===== src/include/dsocr_pkg.sv =====
//------------------------------------------------------------
// Contract
//------------------------------------------------------------
// Contract
// - bridge2 reported as eight-bit fault code
// - stage27 bits 5-4: scg, ol, scb, ok
// - high-side stage26/25: scb 00, scg 10
// - ignition register holds coil4..coil1 two-bit codes
// - supply bit 7 follows key hysteresis
// - supply bit 6 shows relay overcurrent off
// - flywheel fault only in fully adaptive mode
// - tracker codes, overload beats overvoltage
// - reset register cause and fault flags
// - summary bits for stage groups a, b
// - lockout keeps stages off, ignores command data
// - lockout unchanged by reads, set by resets
// - overtemperature flags bits 7 to 4
// - long dip reset latched even when masked
// - link error flags bits 2 to 0
// - io rail undervolt over 225 ms flags
// - safe-off flags after 225 and 600 ms
// - safe-off only without power latch; key or watchdog
// - register zero read by 7, cleared by 5
// - data frame bit0 zero, data above, 1=on
// - diagnostic bits clear when their register read; register zero clears only on command 5
package dsocr_pkg;
	// register addresses
	localparam logic [3:0] ADDR_SAFE_OFF = 4'h0;
	localparam logic [3:0] ADDR_SUPPLY = 4'h3;
	localparam logic [3:0] ADDR_RESET = 4'h7;
	localparam logic [3:0] ADDR_BRIDGE2 = 4'ha;
	localparam logic [3:0] ADDR_OVT = 4'hb;
	localparam logic [3:0] ADDR_IGN = 4'he;
	// read command numbers
	localparam logic [2:0] CMD_RD_REG0 = 3'h7;
	localparam logic [2:0] CMD_CLR_REG0 = 3'h5;
	// two-bit codes, low-side, high-side and tracker
	localparam logic [1:0] LS_SCG = 2'h0;
	localparam logic [1:0] LS_OL = 2'h1;
	localparam logic [1:0] LS_SCB = 2'h2;
	localparam logic [1:0] CODE_OK = 2'h3;
	localparam logic [1:0] HS_SCB = 2'h0;
	localparam logic [1:0] HS_SCG = 2'h2;
	localparam logic [1:0] TRK_OVL = 2'h1;
	localparam logic [1:0] TRK_OVOT = 2'h2;
	// bridge codes
	localparam logic [7:0] BR_SCG_OFF = 8'h01;
	localparam logic [7:0] BR_SCB_OFF = 8'h05;
	localparam logic [7:0] BR_OL_OFF = 8'h04;
	localparam logic [7:0] BR_OL_ON = 8'h02;
	localparam logic [7:0] BR_OC_ON = 8'h03;
	localparam logic [7:0] BR_RUN_ON = 8'h07;
	localparam logic [7:0] BR_OK = 8'hff;
	// field positions
	localparam int B_IOUV = 7;
	localparam int B_WD_LATCH = 6;
	localparam int B_SEO_A = 5;
	localparam int B_SEO_B = 4;
	localparam int B_WD_PIN = 3;
	localparam int B_KEY_FLT = 0;
	localparam int B_KEY = 7;
	localparam int B_RELAY_OC = 6;
	localparam int B_FW_ACT = 5;
	localparam int B_FW_FLT = 4;
	localparam int B_LOCKOUT = 1;
	// reset values
	localparam logic [7:0] CMD1_RST = 8'h00;
	// timing
	localparam int CLK_KHZ = 40000;
	localparam int T_IO_UV_MS = 225;
	localparam int T_SEO_A_MS = 225;
	localparam int T_SEO_B_MS = 600;
	localparam int IO_UV_CYC = T_IO_UV_MS * CLK_KHZ;
	localparam int SEO_A_CYC = T_SEO_A_MS * CLK_KHZ;
	localparam int SEO_B_CYC = T_SEO_B_MS * CLK_KHZ;
	localparam int CNT_W = 25;
	localparam int PIN_W = 4;

	function automatic logic [1:0] fn_code_ls(input logic scg, input logic ol, input logic scb);
		fn_code_ls = scg ? LS_SCG : (scb ? LS_SCB : (ol ? LS_OL : CODE_OK));
	endfunction

	function automatic logic [1:0] fn_code_hs(input logic scg, input logic ol, input logic scb);
		fn_code_hs = scb ? HS_SCB : (scg ? HS_SCG : (ol ? LS_OL : CODE_OK));
	endfunction

	// sticky two-bit code: a fresh fault overwrites, clear returns to ok
	function automatic logic [1:0] fn_hold2(input logic [1:0] cur, input logic clr, input logic [1:0] now);
		fn_hold2 = (now != CODE_OK) ? now : (clr ? CODE_OK : cur);
	endfunction
endpackage


===== src/core/dsocr_sync.sv =====
`timescale 1ns/1ps
module dsocr_sync #(
	parameter int W = 4
) (
	// clock and reset
	input wire logic core_clk,
	input wire logic rst,
	// pins in, filtered levels out
	input wire logic [W-1:0] pin_in,
	input wire logic [W-1:0] init_val,
	output logic [W-1:0] lvl_out
);
	logic [W-1:0] s1_r;
	logic [W-1:0] s2_r;
	logic [W-1:0] s3_r;
	logic [W-1:0] lvl_r;
	logic [W-1:0] lvl_nxt;

	// a level counts only once stages two and three agree
	always_comb begin
		for (int i = 0; i < W; i++) begin
			lvl_nxt[i] = (s2_r[i] == s3_r[i]) ? s3_r[i] : lvl_r[i];
		end
	end

	// init_val is a tie-off constant from the parent; every stage starts at the
	// idle level, so the release of reset shows no false edge
	always_ff @(posedge core_clk) begin
		if (rst) begin
			s1_r <= init_val;
			s2_r <= init_val;
			s3_r <= init_val;
			lvl_r <= init_val;
		end else begin
			s1_r <= pin_in;
			s2_r <= s1_r;
			s3_r <= s2_r;
			lvl_r <= lvl_nxt;
		end
	end

	assign lvl_out = lvl_r;
endmodule


===== src/core/dsocr_top.sv =====
`timescale 1ns/1ps
module dsocr_top
	import dsocr_pkg::*;
#(
	parameter int IO_UV_CYCLES = dsocr_pkg::IO_UV_CYC,
	parameter int SEO_A_CYCLES = dsocr_pkg::SEO_A_CYC,
	parameter int SEO_B_CYCLES = dsocr_pkg::SEO_B_CYC
) (
	// clock and reset
	input wire logic core_clk,
	input wire logic rst,
	// pins
	input wire logic reset_pin_n,
	input wire logic watchdog_output_pin,
	input wire logic key_above_high,
	input wire logic key_below_low,
	// serial read commands
	input wire logic rd_req,
	input wire logic [2:0] rd_cmd,
	input wire logic [3:0] rd_addr,
	output logic rd_valid,
	output logic [7:0] rd_data,
	// data frames and control commands
	input wire logic frame_valid,
	input wire logic [8:0] frame_data,
	input wire logic start_cmd,
	input wire logic soft_reset_cmd,
	// configuration levels
	input wire logic cps_bridge_mode,
	input wire logic fully_adaptive,
	input wire logic power_latch_cfg,
	input wire logic key_filtered,
	// status levels
	input wire logic relay_overcurrent_off,
	input wire logic flywheel_diag_active,
	input wire logic io_rail_undervolt,
	// stage 25..28, stage 21..24 and bridge2 fault detectors
	input wire logic [3:0] cps_scg,
	input wire logic [3:0] cps_ol,
	input wire logic [3:0] cps_scb,
	input wire logic br_scg_off,
	input wire logic br_scb_off,
	input wire logic br_ol_off,
	input wire logic br_ol_on,
	input wire logic br_oc_on,
	input wire logic br_running,
	input wire logic stages21_24_fault,
	// ignition and group a fault detectors
	input wire logic [3:0] ign_scg,
	input wire logic [3:0] ign_ol,
	input wire logic [3:0] ign_scb,
	input wire logic stages_a_fault,
	// supply events
	input wire logic flywheel_fault,
	input wire logic [1:0] trk_overload,
	input wire logic [1:0] trk_ovot,
	input wire logic alt_reset_evt,
	input wire logic short_dip_evt,
	input wire logic long_dip_evt,
	input wire logic rail5_ov_evt,
	input wire logic rail33_uv_evt,
	input wire logic batt_ov_evt,
	input wire logic watchdog_reset_evt,
	// overtemperature and link events
	input wire logic ot_trk_evt,
	input wire logic ot_stage_evt,
	input wire logic ot_relay_evt,
	input wire logic ot_rail33_evt,
	input wire logic [3:0] can_err_evt,
	input wire logic frame_len_evt,
	input wire logic frame_timeout_evt,
	// stage switches
	output logic stage1_switch,
	output logic stage2_switch,
	output logic stage3_switch,
	output logic stage4_switch,
	output logic stage5_switch,
	output logic stage20_switch,
	output logic stage8_switch,
	output logic stage19_switch,
	output logic stage_lockout
);
	import dsocr_pkg::*;

	//------------------------------------------------------------
	// pin synchronisers
	//------------------------------------------------------------
	logic [PIN_W-1:0] pin_lvl;
	logic pin_rst_n;
	logic wd_pin;
	logic key_hi;
	logic key_lo;

	dsocr_sync #(
		.W(PIN_W)
	) u_sync (
		.core_clk(core_clk),
		.rst(rst),
		.pin_in({reset_pin_n, watchdog_output_pin, key_above_high, key_below_low}),
		.init_val(4'h8),
		.lvl_out(pin_lvl)
	);

	assign pin_rst_n = pin_lvl[3];
	assign wd_pin = pin_lvl[2];
	assign key_hi = pin_lvl[1];
	assign key_lo = pin_lvl[0];

	//------------------------------------------------------------
	// state
	//------------------------------------------------------------
	logic [7:0] cmd1_r, cmd1_nxt;
	logic [7:0] sw_r, sw_nxt;
	logic lock_r, lock_nxt;
	logic [7:0] ign_r, ign_nxt;
	logic [7:0] cps_r, cps_nxt;
	logic key_r, key_nxt;
	logic fw_r, fw_nxt;
	logic [3:0] trk_r, trk_nxt;
	logic [7:0] rst_reg_r, rst_reg_nxt;
	logic [7:0] ovt_r, ovt_nxt;
	logic iouv_r, iouv_nxt;
	logic wdl_r, wdl_nxt;
	logic seo_a_r, seo_a_nxt;
	logic seo_b_r, seo_b_nxt;
	logic [CNT_W-1:0] iouv_cnt_r, iouv_cnt_nxt;
	logic [CNT_W-1:0] seo_cnt_r, seo_cnt_nxt;
	logic seo_wd_r, seo_wd_nxt;
	logic rd_valid_r, rd_valid_nxt;
	logic [7:0] rd_data_r, rd_data_nxt;

	//------------------------------------------------------------
	// read decode and live codes
	//------------------------------------------------------------
	logic rd_reg0, clr_reg0, clr_supply, clr_rst, clr_ovt, clr_ign, clr_cps;
	logic [7:0] ign_now, cps_now, reg0_view, supply_view;
	logic grp_a_evt, grp_b_evt, seo_trig;

	always_comb begin
		rd_reg0 = rd_req && (rd_cmd == CMD_RD_REG0 || rd_cmd == CMD_CLR_REG0);
		clr_reg0 = rd_req && rd_cmd == CMD_CLR_REG0;
		clr_supply = rd_req && !rd_reg0 && rd_addr == ADDR_SUPPLY;
		clr_rst = rd_req && !rd_reg0 && rd_addr == ADDR_RESET;
		clr_ovt = rd_req && !rd_reg0 && rd_addr == ADDR_OVT;
		clr_ign = rd_req && !rd_reg0 && rd_addr == ADDR_IGN;
		clr_cps = rd_req && !rd_reg0 && rd_addr == ADDR_BRIDGE2;
		for (int i = 0; i < 4; i++) begin
			ign_now[2*i +: 2] = fn_code_ls(ign_scg[i], ign_ol[i], ign_scb[i]);
		end
		// index 0..3 is stage25..28; 25 and 26 are high-side drivers
		cps_now[1:0] = fn_code_hs(cps_scg[0], cps_ol[0], cps_scb[0]);
		cps_now[3:2] = fn_code_hs(cps_scg[1], cps_ol[1], cps_scb[1]);
		cps_now[5:4] = fn_code_ls(cps_scg[2], cps_ol[2], cps_scb[2]);
		cps_now[7:6] = fn_code_ls(cps_scg[3], cps_ol[3], cps_scb[3]);
		if (cps_bridge_mode) begin
			// shorts first, then overcurrent, then open load, then busy
			if (br_scg_off) begin
				cps_now = BR_SCG_OFF;
			end else if (br_scb_off) begin
				cps_now = BR_SCB_OFF;
			end else if (br_oc_on) begin
				cps_now = BR_OC_ON;
			end else if (br_ol_off) begin
				cps_now = BR_OL_OFF;
			end else if (br_ol_on) begin
				cps_now = BR_OL_ON;
			end else if (br_running) begin
				cps_now = BR_RUN_ON;
			end else begin
				cps_now = BR_OK;
			end
		end
		grp_a_evt = stages_a_fault || (ign_now != 8'hff);
		grp_b_evt = stages21_24_fault || (cps_now != 8'hff);
		// safe-off only runs with the power latch disabled
		seo_trig = !power_latch_cfg && (!key_filtered || seo_wd_r);
		reg0_view = 8'h00;
		reg0_view[B_IOUV] = iouv_r;
		reg0_view[B_WD_LATCH] = wdl_r;
		reg0_view[B_SEO_A] = seo_a_r;
		reg0_view[B_SEO_B] = seo_b_r;
		reg0_view[B_WD_PIN] = wd_pin;
		reg0_view[B_KEY_FLT] = key_filtered;
		supply_view = {key_r, relay_overcurrent_off, flywheel_diag_active, fw_r, trk_r};
	end

	//------------------------------------------------------------
	// next state
	//------------------------------------------------------------
	always_comb begin
		// lockout: power-on, soft reset and the reset pin all force it
		lock_nxt = lock_r;
		if (start_cmd) begin
			lock_nxt = 1'b0;
		end
		if (soft_reset_cmd || !pin_rst_n) begin
			lock_nxt = 1'b1;
		end
		cmd1_nxt = cmd1_r;
		if (frame_valid && !frame_data[0] && !lock_r) begin
			cmd1_nxt = frame_data[8:1];
		end
		if (soft_reset_cmd || !pin_rst_n) begin
			cmd1_nxt = CMD1_RST;
		end
		sw_nxt = lock_nxt ? 8'h00 : cmd1_nxt;

		for (int i = 0; i < 4; i++) begin
			ign_nxt[2*i +: 2] = fn_hold2(ign_r[2*i +: 2], clr_ign, ign_now[2*i +: 2]);
		end
		// bridge codes ride in the same byte; a fresh fault code wins
		if (cps_bridge_mode) begin
			cps_nxt = (cps_now != BR_OK) ? cps_now : (clr_cps ? BR_OK : cps_r);
		end else begin
			for (int i = 0; i < 4; i++) begin
				cps_nxt[2*i +: 2] = fn_hold2(cps_r[2*i +: 2], clr_cps, cps_now[2*i +: 2]);
			end
		end

		key_nxt = key_hi ? 1'b1 : (key_lo ? 1'b0 : key_r);
		fw_nxt = fully_adaptive && (flywheel_fault || (fw_r && !clr_supply));
		for (int i = 0; i < 2; i++) begin
			trk_nxt[2*i +: 2] = fn_hold2(trk_r[2*i +: 2], clr_supply,
				trk_overload[i] ? TRK_OVL : (trk_ovot[i] ? TRK_OVOT : CODE_OK));
		end

		rst_reg_nxt = clr_rst ? 8'h00 : rst_reg_r;
		rst_reg_nxt |= {alt_reset_evt, grp_a_evt, short_dip_evt, grp_b_evt,
			rail5_ov_evt, rail33_uv_evt, 1'b0, batt_ov_evt};
		rst_reg_nxt[B_LOCKOUT] = lock_nxt;

		// long dip is latched regardless of any undervoltage mask
		ovt_nxt = clr_ovt ? 8'h00 : ovt_r;
		ovt_nxt |= {ot_trk_evt, ot_stage_evt, ot_relay_evt, ot_rail33_evt,
			long_dip_evt, |can_err_evt, frame_len_evt, frame_timeout_evt};

		iouv_cnt_nxt = '0;
		if (io_rail_undervolt) begin
			iouv_cnt_nxt = (iouv_cnt_r == CNT_W'(IO_UV_CYCLES)) ? iouv_cnt_r : iouv_cnt_r + 1'b1;
		end
		iouv_nxt = (iouv_r && !clr_reg0) || (iouv_cnt_nxt == CNT_W'(IO_UV_CYCLES));
		wdl_nxt = (wdl_r && !clr_reg0) || watchdog_reset_evt;

		seo_wd_nxt = !power_latch_cfg && (seo_wd_r || watchdog_reset_evt);
		seo_cnt_nxt = '0;
		if (seo_trig) begin
			seo_cnt_nxt = (seo_cnt_r == CNT_W'(SEO_B_CYCLES)) ? seo_cnt_r : seo_cnt_r + 1'b1;
		end
		seo_a_nxt = (seo_a_r && !clr_reg0) || (seo_trig && seo_cnt_nxt == CNT_W'(SEO_A_CYCLES));
		seo_b_nxt = (seo_b_r && !clr_reg0) || (seo_trig && seo_cnt_nxt == CNT_W'(SEO_B_CYCLES));

		rd_valid_nxt = rd_req;
		rd_data_nxt = 8'h00;
		if (rd_req) begin
			if (rd_reg0) begin
				rd_data_nxt = reg0_view;
			end else begin
				case (rd_addr)
					ADDR_SAFE_OFF: rd_data_nxt = reg0_view;
					ADDR_SUPPLY: rd_data_nxt = supply_view;
					ADDR_RESET: rd_data_nxt = rst_reg_r;
					ADDR_OVT: rd_data_nxt = ovt_r;
					ADDR_IGN: rd_data_nxt = ign_r;
					ADDR_BRIDGE2: rd_data_nxt = cps_r;
					default: rd_data_nxt = 8'h00;
				endcase
			end
		end
	end

	//------------------------------------------------------------
	// registers
	//------------------------------------------------------------
	always_ff @(posedge core_clk) begin
		if (rst) begin
			cmd1_r <= CMD1_RST;
			sw_r <= 8'h00;
			lock_r <= 1'b1;
			ign_r <= 8'hff;
			cps_r <= 8'hff;
			key_r <= 1'b0;
			fw_r <= 1'b0;
			trk_r <= 4'hf;
			rst_reg_r <= 8'h02;
			ovt_r <= 8'h00;
			iouv_r <= 1'b0;
			wdl_r <= 1'b0;
			seo_a_r <= 1'b0;
			seo_b_r <= 1'b0;
			iouv_cnt_r <= '0;
			seo_cnt_r <= '0;
			seo_wd_r <= 1'b0;
			rd_valid_r <= 1'b0;
			rd_data_r <= 8'h00;
		end else begin
			cmd1_r <= cmd1_nxt;
			sw_r <= sw_nxt;
			lock_r <= lock_nxt;
			ign_r <= ign_nxt;
			cps_r <= cps_nxt;
			key_r <= key_nxt;
			fw_r <= fw_nxt;
			trk_r <= trk_nxt;
			rst_reg_r <= rst_reg_nxt;
			ovt_r <= ovt_nxt;
			iouv_r <= iouv_nxt;
			wdl_r <= wdl_nxt;
			seo_a_r <= seo_a_nxt;
			seo_b_r <= seo_b_nxt;
			iouv_cnt_r <= iouv_cnt_nxt;
			seo_cnt_r <= seo_cnt_nxt;
			seo_wd_r <= seo_wd_nxt;
			rd_valid_r <= rd_valid_nxt;
			rd_data_r <= rd_data_nxt;
		end
	end

	// command bits 7..0 drive stages 1,2,3,4,5,20,8,19
	assign {stage1_switch, stage2_switch, stage3_switch, stage4_switch,
		stage5_switch, stage20_switch, stage8_switch, stage19_switch} = sw_r;
	assign stage_lockout = lock_r;
	assign rd_valid = rd_valid_r;
	assign rd_data = rd_data_r;
endmodule


===== config.mk =====
export PLATFORM = sky130hd
export DESIGN_NAME = dsocr_top
export DESIGN_NICKNAME = d
export VERILOG_FILES = /design/src/include/dsocr_pkg.sv /design/src/core/dsocr_sync.sv /design/src/core/dsocr_top.sv
export SDC_FILE = /design/constraint.sdc
export NUM_CORES = 1
export LEC_CHECK = 0
export BUFFER_PORTS_ARGS = -buffer_cell sky130_fd_sc_hd__buf_2
export CAP_MARGIN = 0
export CORE_UTILIZATION = 45
export CTS_BUF_LIST = sky130_fd_sc_hd__clkbuf_8 sky130_fd_sc_hd__clkbuf_16
export DETAILED_ROUTE_END_ITERATION = 16
export PLACE_DENSITY_LB_ADDON = 0.3
export SYNTH_ARGS = -nofsm -noshare
export SYNTH_HDL_FRONTEND = slang
export SYNTH_SLANG_ARGS = --single-unit

===== constraint.sdc =====
create_clock -name core_clk -period 2.51 [get_ports core_clk]
set_input_delay 0.251 -clock core_clk [delete_from_list [all_inputs] [get_ports core_clk]]
set_output_delay 0.251 -clock core_clk [all_outputs]
set_load 0.05 [all_outputs]

==> reports/results.tsv <==
stage	metric	value	unit
cells_and_area	finalInstanceArea	7577	sq um
status	outcome	finished clean	
timing	finClkSkew	0.01081	ns
clock_network	numCtsBuffers	17	
cells_and_area	layout_commonest_cell	dfxtp_1	
setup_path	path_cells	ha_1 > nand3_1 > or2_2 > buf_4 > nor3_2 > xnor2_1 > nor3b_1 > or4_1 > o31ai_1	
cells_and_area	final_cell_mix	dfxtp_1, nor2_1, buf_2	
pwr	switching_power	1.245	mW
routing	viasPerCell	5.463	
clock_network	clkTransAtPathRegs	0.06	ns
routing	ant_nets	0	
synth	synth_async_sr_flop_share	0	
synth	netlist_area	6080	sq um
global_route	grt_max_degree	33	
setup_path	path_buf_inv	1	
run	cap_violations	0	
global_route	grt_use_total	0.2290	
die	ios	105	
synth	ys_types	60	
setup_path	rr_endpoint	iouv_r	
synth	avgSynthCellArea	8.479	sq um
setup_path	crit_fanout	4	
clock_network	clkLatencyLatePin	0.42	ns
timing	max_clock_freq	417.5	MHz
die	die-area	13980	sq um
placement	port_buffers	104	
hold_path	hold_end	rst_reg_r[2]	
synth	synthFlopType	dfxtp_1	
hold_path	worstHoldStart	rail33_uv_evt	
routing	wl_met3	1141	um
global_route	antenna_found_initial	1	
placement	place.gp.congestion	0.9187	
pwr	power.internal	3.619	mW
pwr	power.share.sequential	0.457	
timing	worst_slack	0.1150	ns
synth	yosysSeqAreaShare	0.4412	
synth	synth_top_family_by_area	simple AND/OR/NAND/NOR gates	
timing	period_share	0.9542	
synth	synthMuxAreaShare	0.02140	
clock_network	cts_tree	done	
placement	dpl-instance-area	6930	sq um
setup_path	crit_required	2.85	ns
synth	ys.warnings.count	0	
clock_network	clockBufferDepth	2	
routing	wl_met1	6862	um
setup_path	endpoint_kind	flip-flop	
global_route	overflow	0	
global_route	grt_pass1_vias	5392	
setup_path	critical_path_arrival	2.73	ns
routing	topRoutingLayerUsed	met4	
timing	tightest_slew	0.7667	ns
hold_path	min_path_type	primary input to flip-flop	
routing	num_vias	5649	
routing	wire_per_inst	14.91	um
synth	synth_compound_area_frac	0.1406	
timing	period_needed	2.395	ns
clock_network	htreeDepth	4	
clock_network	clkSinkCount	134	
die	rows	42	
global_route	grt_first_pass_wirelength	25540	um
setup_path	cpLargestDelayFamily	simple AND/OR/NAND/NOR gates	
cells_and_area	nFillCells	1196	
routing	drc	0	
routing	drt-pass1-iter-count	5	
hold_path	holdPathStages	3	
pwr	powerDensity	642.0	nW/um^2
setup_path	reg2reg_depth	9	
setup_path	crit_slowest_cell	or4_1	
pwr	p_clk_frac	0.479	
placement	dp_hpwl	11480	um
setup_path	reg2reg_slack	0.11	ns
pwr	switching_share	0.2560	
synth	ys_ff_latch	134	
timing	maxSlewViolCount	0	
routing	drtIter0Drc	517	
routing	wl	15420	um
cells_and_area	layout.nets	935	
pwr	finalPower	4.864	mW
synth	synthCells	717	
setup_path	reg2reg_from	iouv_cnt_r[0]	
timing	slew_headroom	0.4876	
pwr	p_leak	3.003	nW
die	design.core.area	13190	sq um
synth	synth_xor_area_frac	0.06915	
die	die_h	118.2	um
synth	syn-num-nets	808	
die	start_util	0.4609	
pwr	vdd_drop_max	435.0	uV
cells_and_area	syn2layout_area_growth	24.63	%
timing	tns	0	ns
synth	synthAdderAreaFrac	0.008232	
cells_and_area	drive_above_1_share	0.2287	
clock_network	cts_root_buf	clkbuf_16	
setup_path	worstSetupPathType	flip-flop to flip-flop	
timing	finalSetupViolCount	0	
timing	hold_ws	0.03527	ns
pwr	combPwrFrac	0.064	
setup_path	critPathLaunchType	flip-flop	
die	fp.dieW	118.2	um
timing	hold_viol_final	0	
routing	dr_wl_met2	6988	um
synth	synth-edff-count	0	
placement	dp_slack	-0.01599	ns
setup_path	max_stage_delay	0.51	ns
synth	yosys.area_share.simple	0.2857	
==> cell families (layout without fill, tap and decap cells) <==
logic type / count (synthesis) / count (layout)
fa+ha+maj: 4 / 4
xor+xnor: 48 / 48
compound gates: 137 / 137
mux: 13 / 13
buf+inv: 51 / 191
simple gates: 330 / 330
other cells: 0 / 1
flops: 134 / 134
==> synthesized netlist by cell type (all sizes together) (8+ instances only) <==
cell type,number,area (sq um)
nor4,12,90.09
nor2,121,454.2
mux2i,13,130.1
clkbuf,23,86.33
inv,18,67.56
a21oi,43,215.2
xnor2,25,219.0
a31oi,9,56.30
nor2b,23,143.9
and2,15,93.84
nand4,23,150.1
o21ai,30,150.1
a22oi,14,105.1
xor2,23,201.4
and3,8,50.05
nand2b,8,50.05
dfxtp,134,2683
buf,10,51.29
nand3,22,110.1
nand2,37,138.9
nor3,19,106.4
==> power by group through the flow <==
stage | Combinational, mW | Sequential (mW) | Clock, mW
floorplan | 0.155 | 2.27 | 0
global placement | 0.297 | 2.27 | 0
detailed placement | 0.305 | 2.27 | 0
CTS | 0.309 | 2.22 | 2.37
global route | 0.346 | 2.23 | 2.48
finish | 0.311 | 2.22 | 2.33
==> per-layer routing <==
| metal | vias to the layer above | track usage |
|---|---|---|
| met1 | 2592 | 0.2955 |
| li1 | 2793 | - |
| met3 | 39 | 0.05888 |
| met2 | 225 | 0.3588 |
| met4 | 0 | 0.1034 |
| met5 | - | 0 |
==> stage by stage <==
step	util	instances
after detailed placement	0.5254	997
after floorplan	-	717
after global placement	0.5254	997
final	0.5745	1034
after CTS	0.5691	1030
after global routing	0.5743	1033
==> worst max-delay path by stage <==
stage / startpoint / to / slack, ns / depth (start not counted)
6_report: iouv_cnt_r[0] / iouv_r / 0.11 / 9
5_1_grt: iouv_cnt_r[0] / iouv_r / -0.01 / 9
4_1_cts: seo_cnt_r[11] / seo_b_r / 0.05 / 8
3_5_place_dp: seo_cnt_r[11] / seo_b_r / -0.02 / 8
3_3_place_gp: seo_cnt_r[11] / seo_b_r / -0.07 / 8
2_1_floorplan: iouv_cnt_r[1] / iouv_r / 0.05 / 8
==> worst register-to-register path, cell delays in order, from the launching register on <==
cell and delay [ns]:
dfxtp_2 0.35, ha_1 0.17, nand3_1 0.10, or2_2 0.35, buf_4 0.16, nor3_2 0.20, xnor2_1 0.14, nor3b_1 0.09
or4_1 0.51, o31ai_1 0.24
==> state kept, by name, indices dropped and copies added (netlist names), 8 cells and up <==
name / count
iouv_cnt_r: 25
seo_cnt_r: 25
cmd1_r: 8
cps_r: 8
ign_r: 8
ovt_r: 8
rd_data: 8
rst_reg_r: 8
sw_r: 8
==> cell type report <==
class | count | area, sq um | share of cell area
Timing Repair Buffer | 141 | 800.8 | 0.1057
Inverter | 18 | 67.56 | 0.008917
Sequential cell | 134 | 2684 | 0.3542
Clock buffer | 17 | 425.4 | 0.05614
Tap cell | 176 | 220.2 | 0.02906
Antenna cell | 1 | 2.502 | 0.0003303
Multi-Input combinational cell | 532 | 3243 | 0.4280
Clock inverter | 15 | 133.9 | 0.01767
==> what timing repair did <==
action / in CTS / in global routing
setup buffers: 0 / 3
gates cloned: 0 / 0
gates resized for setup: 1 / 10
hold buffers: 1 / 0
setup endpoints to repair: 2 / 3
pin swaps: 0 / 2
hold endpoints to repair: 1 / 0
Power figures use the tool's default switching activity.
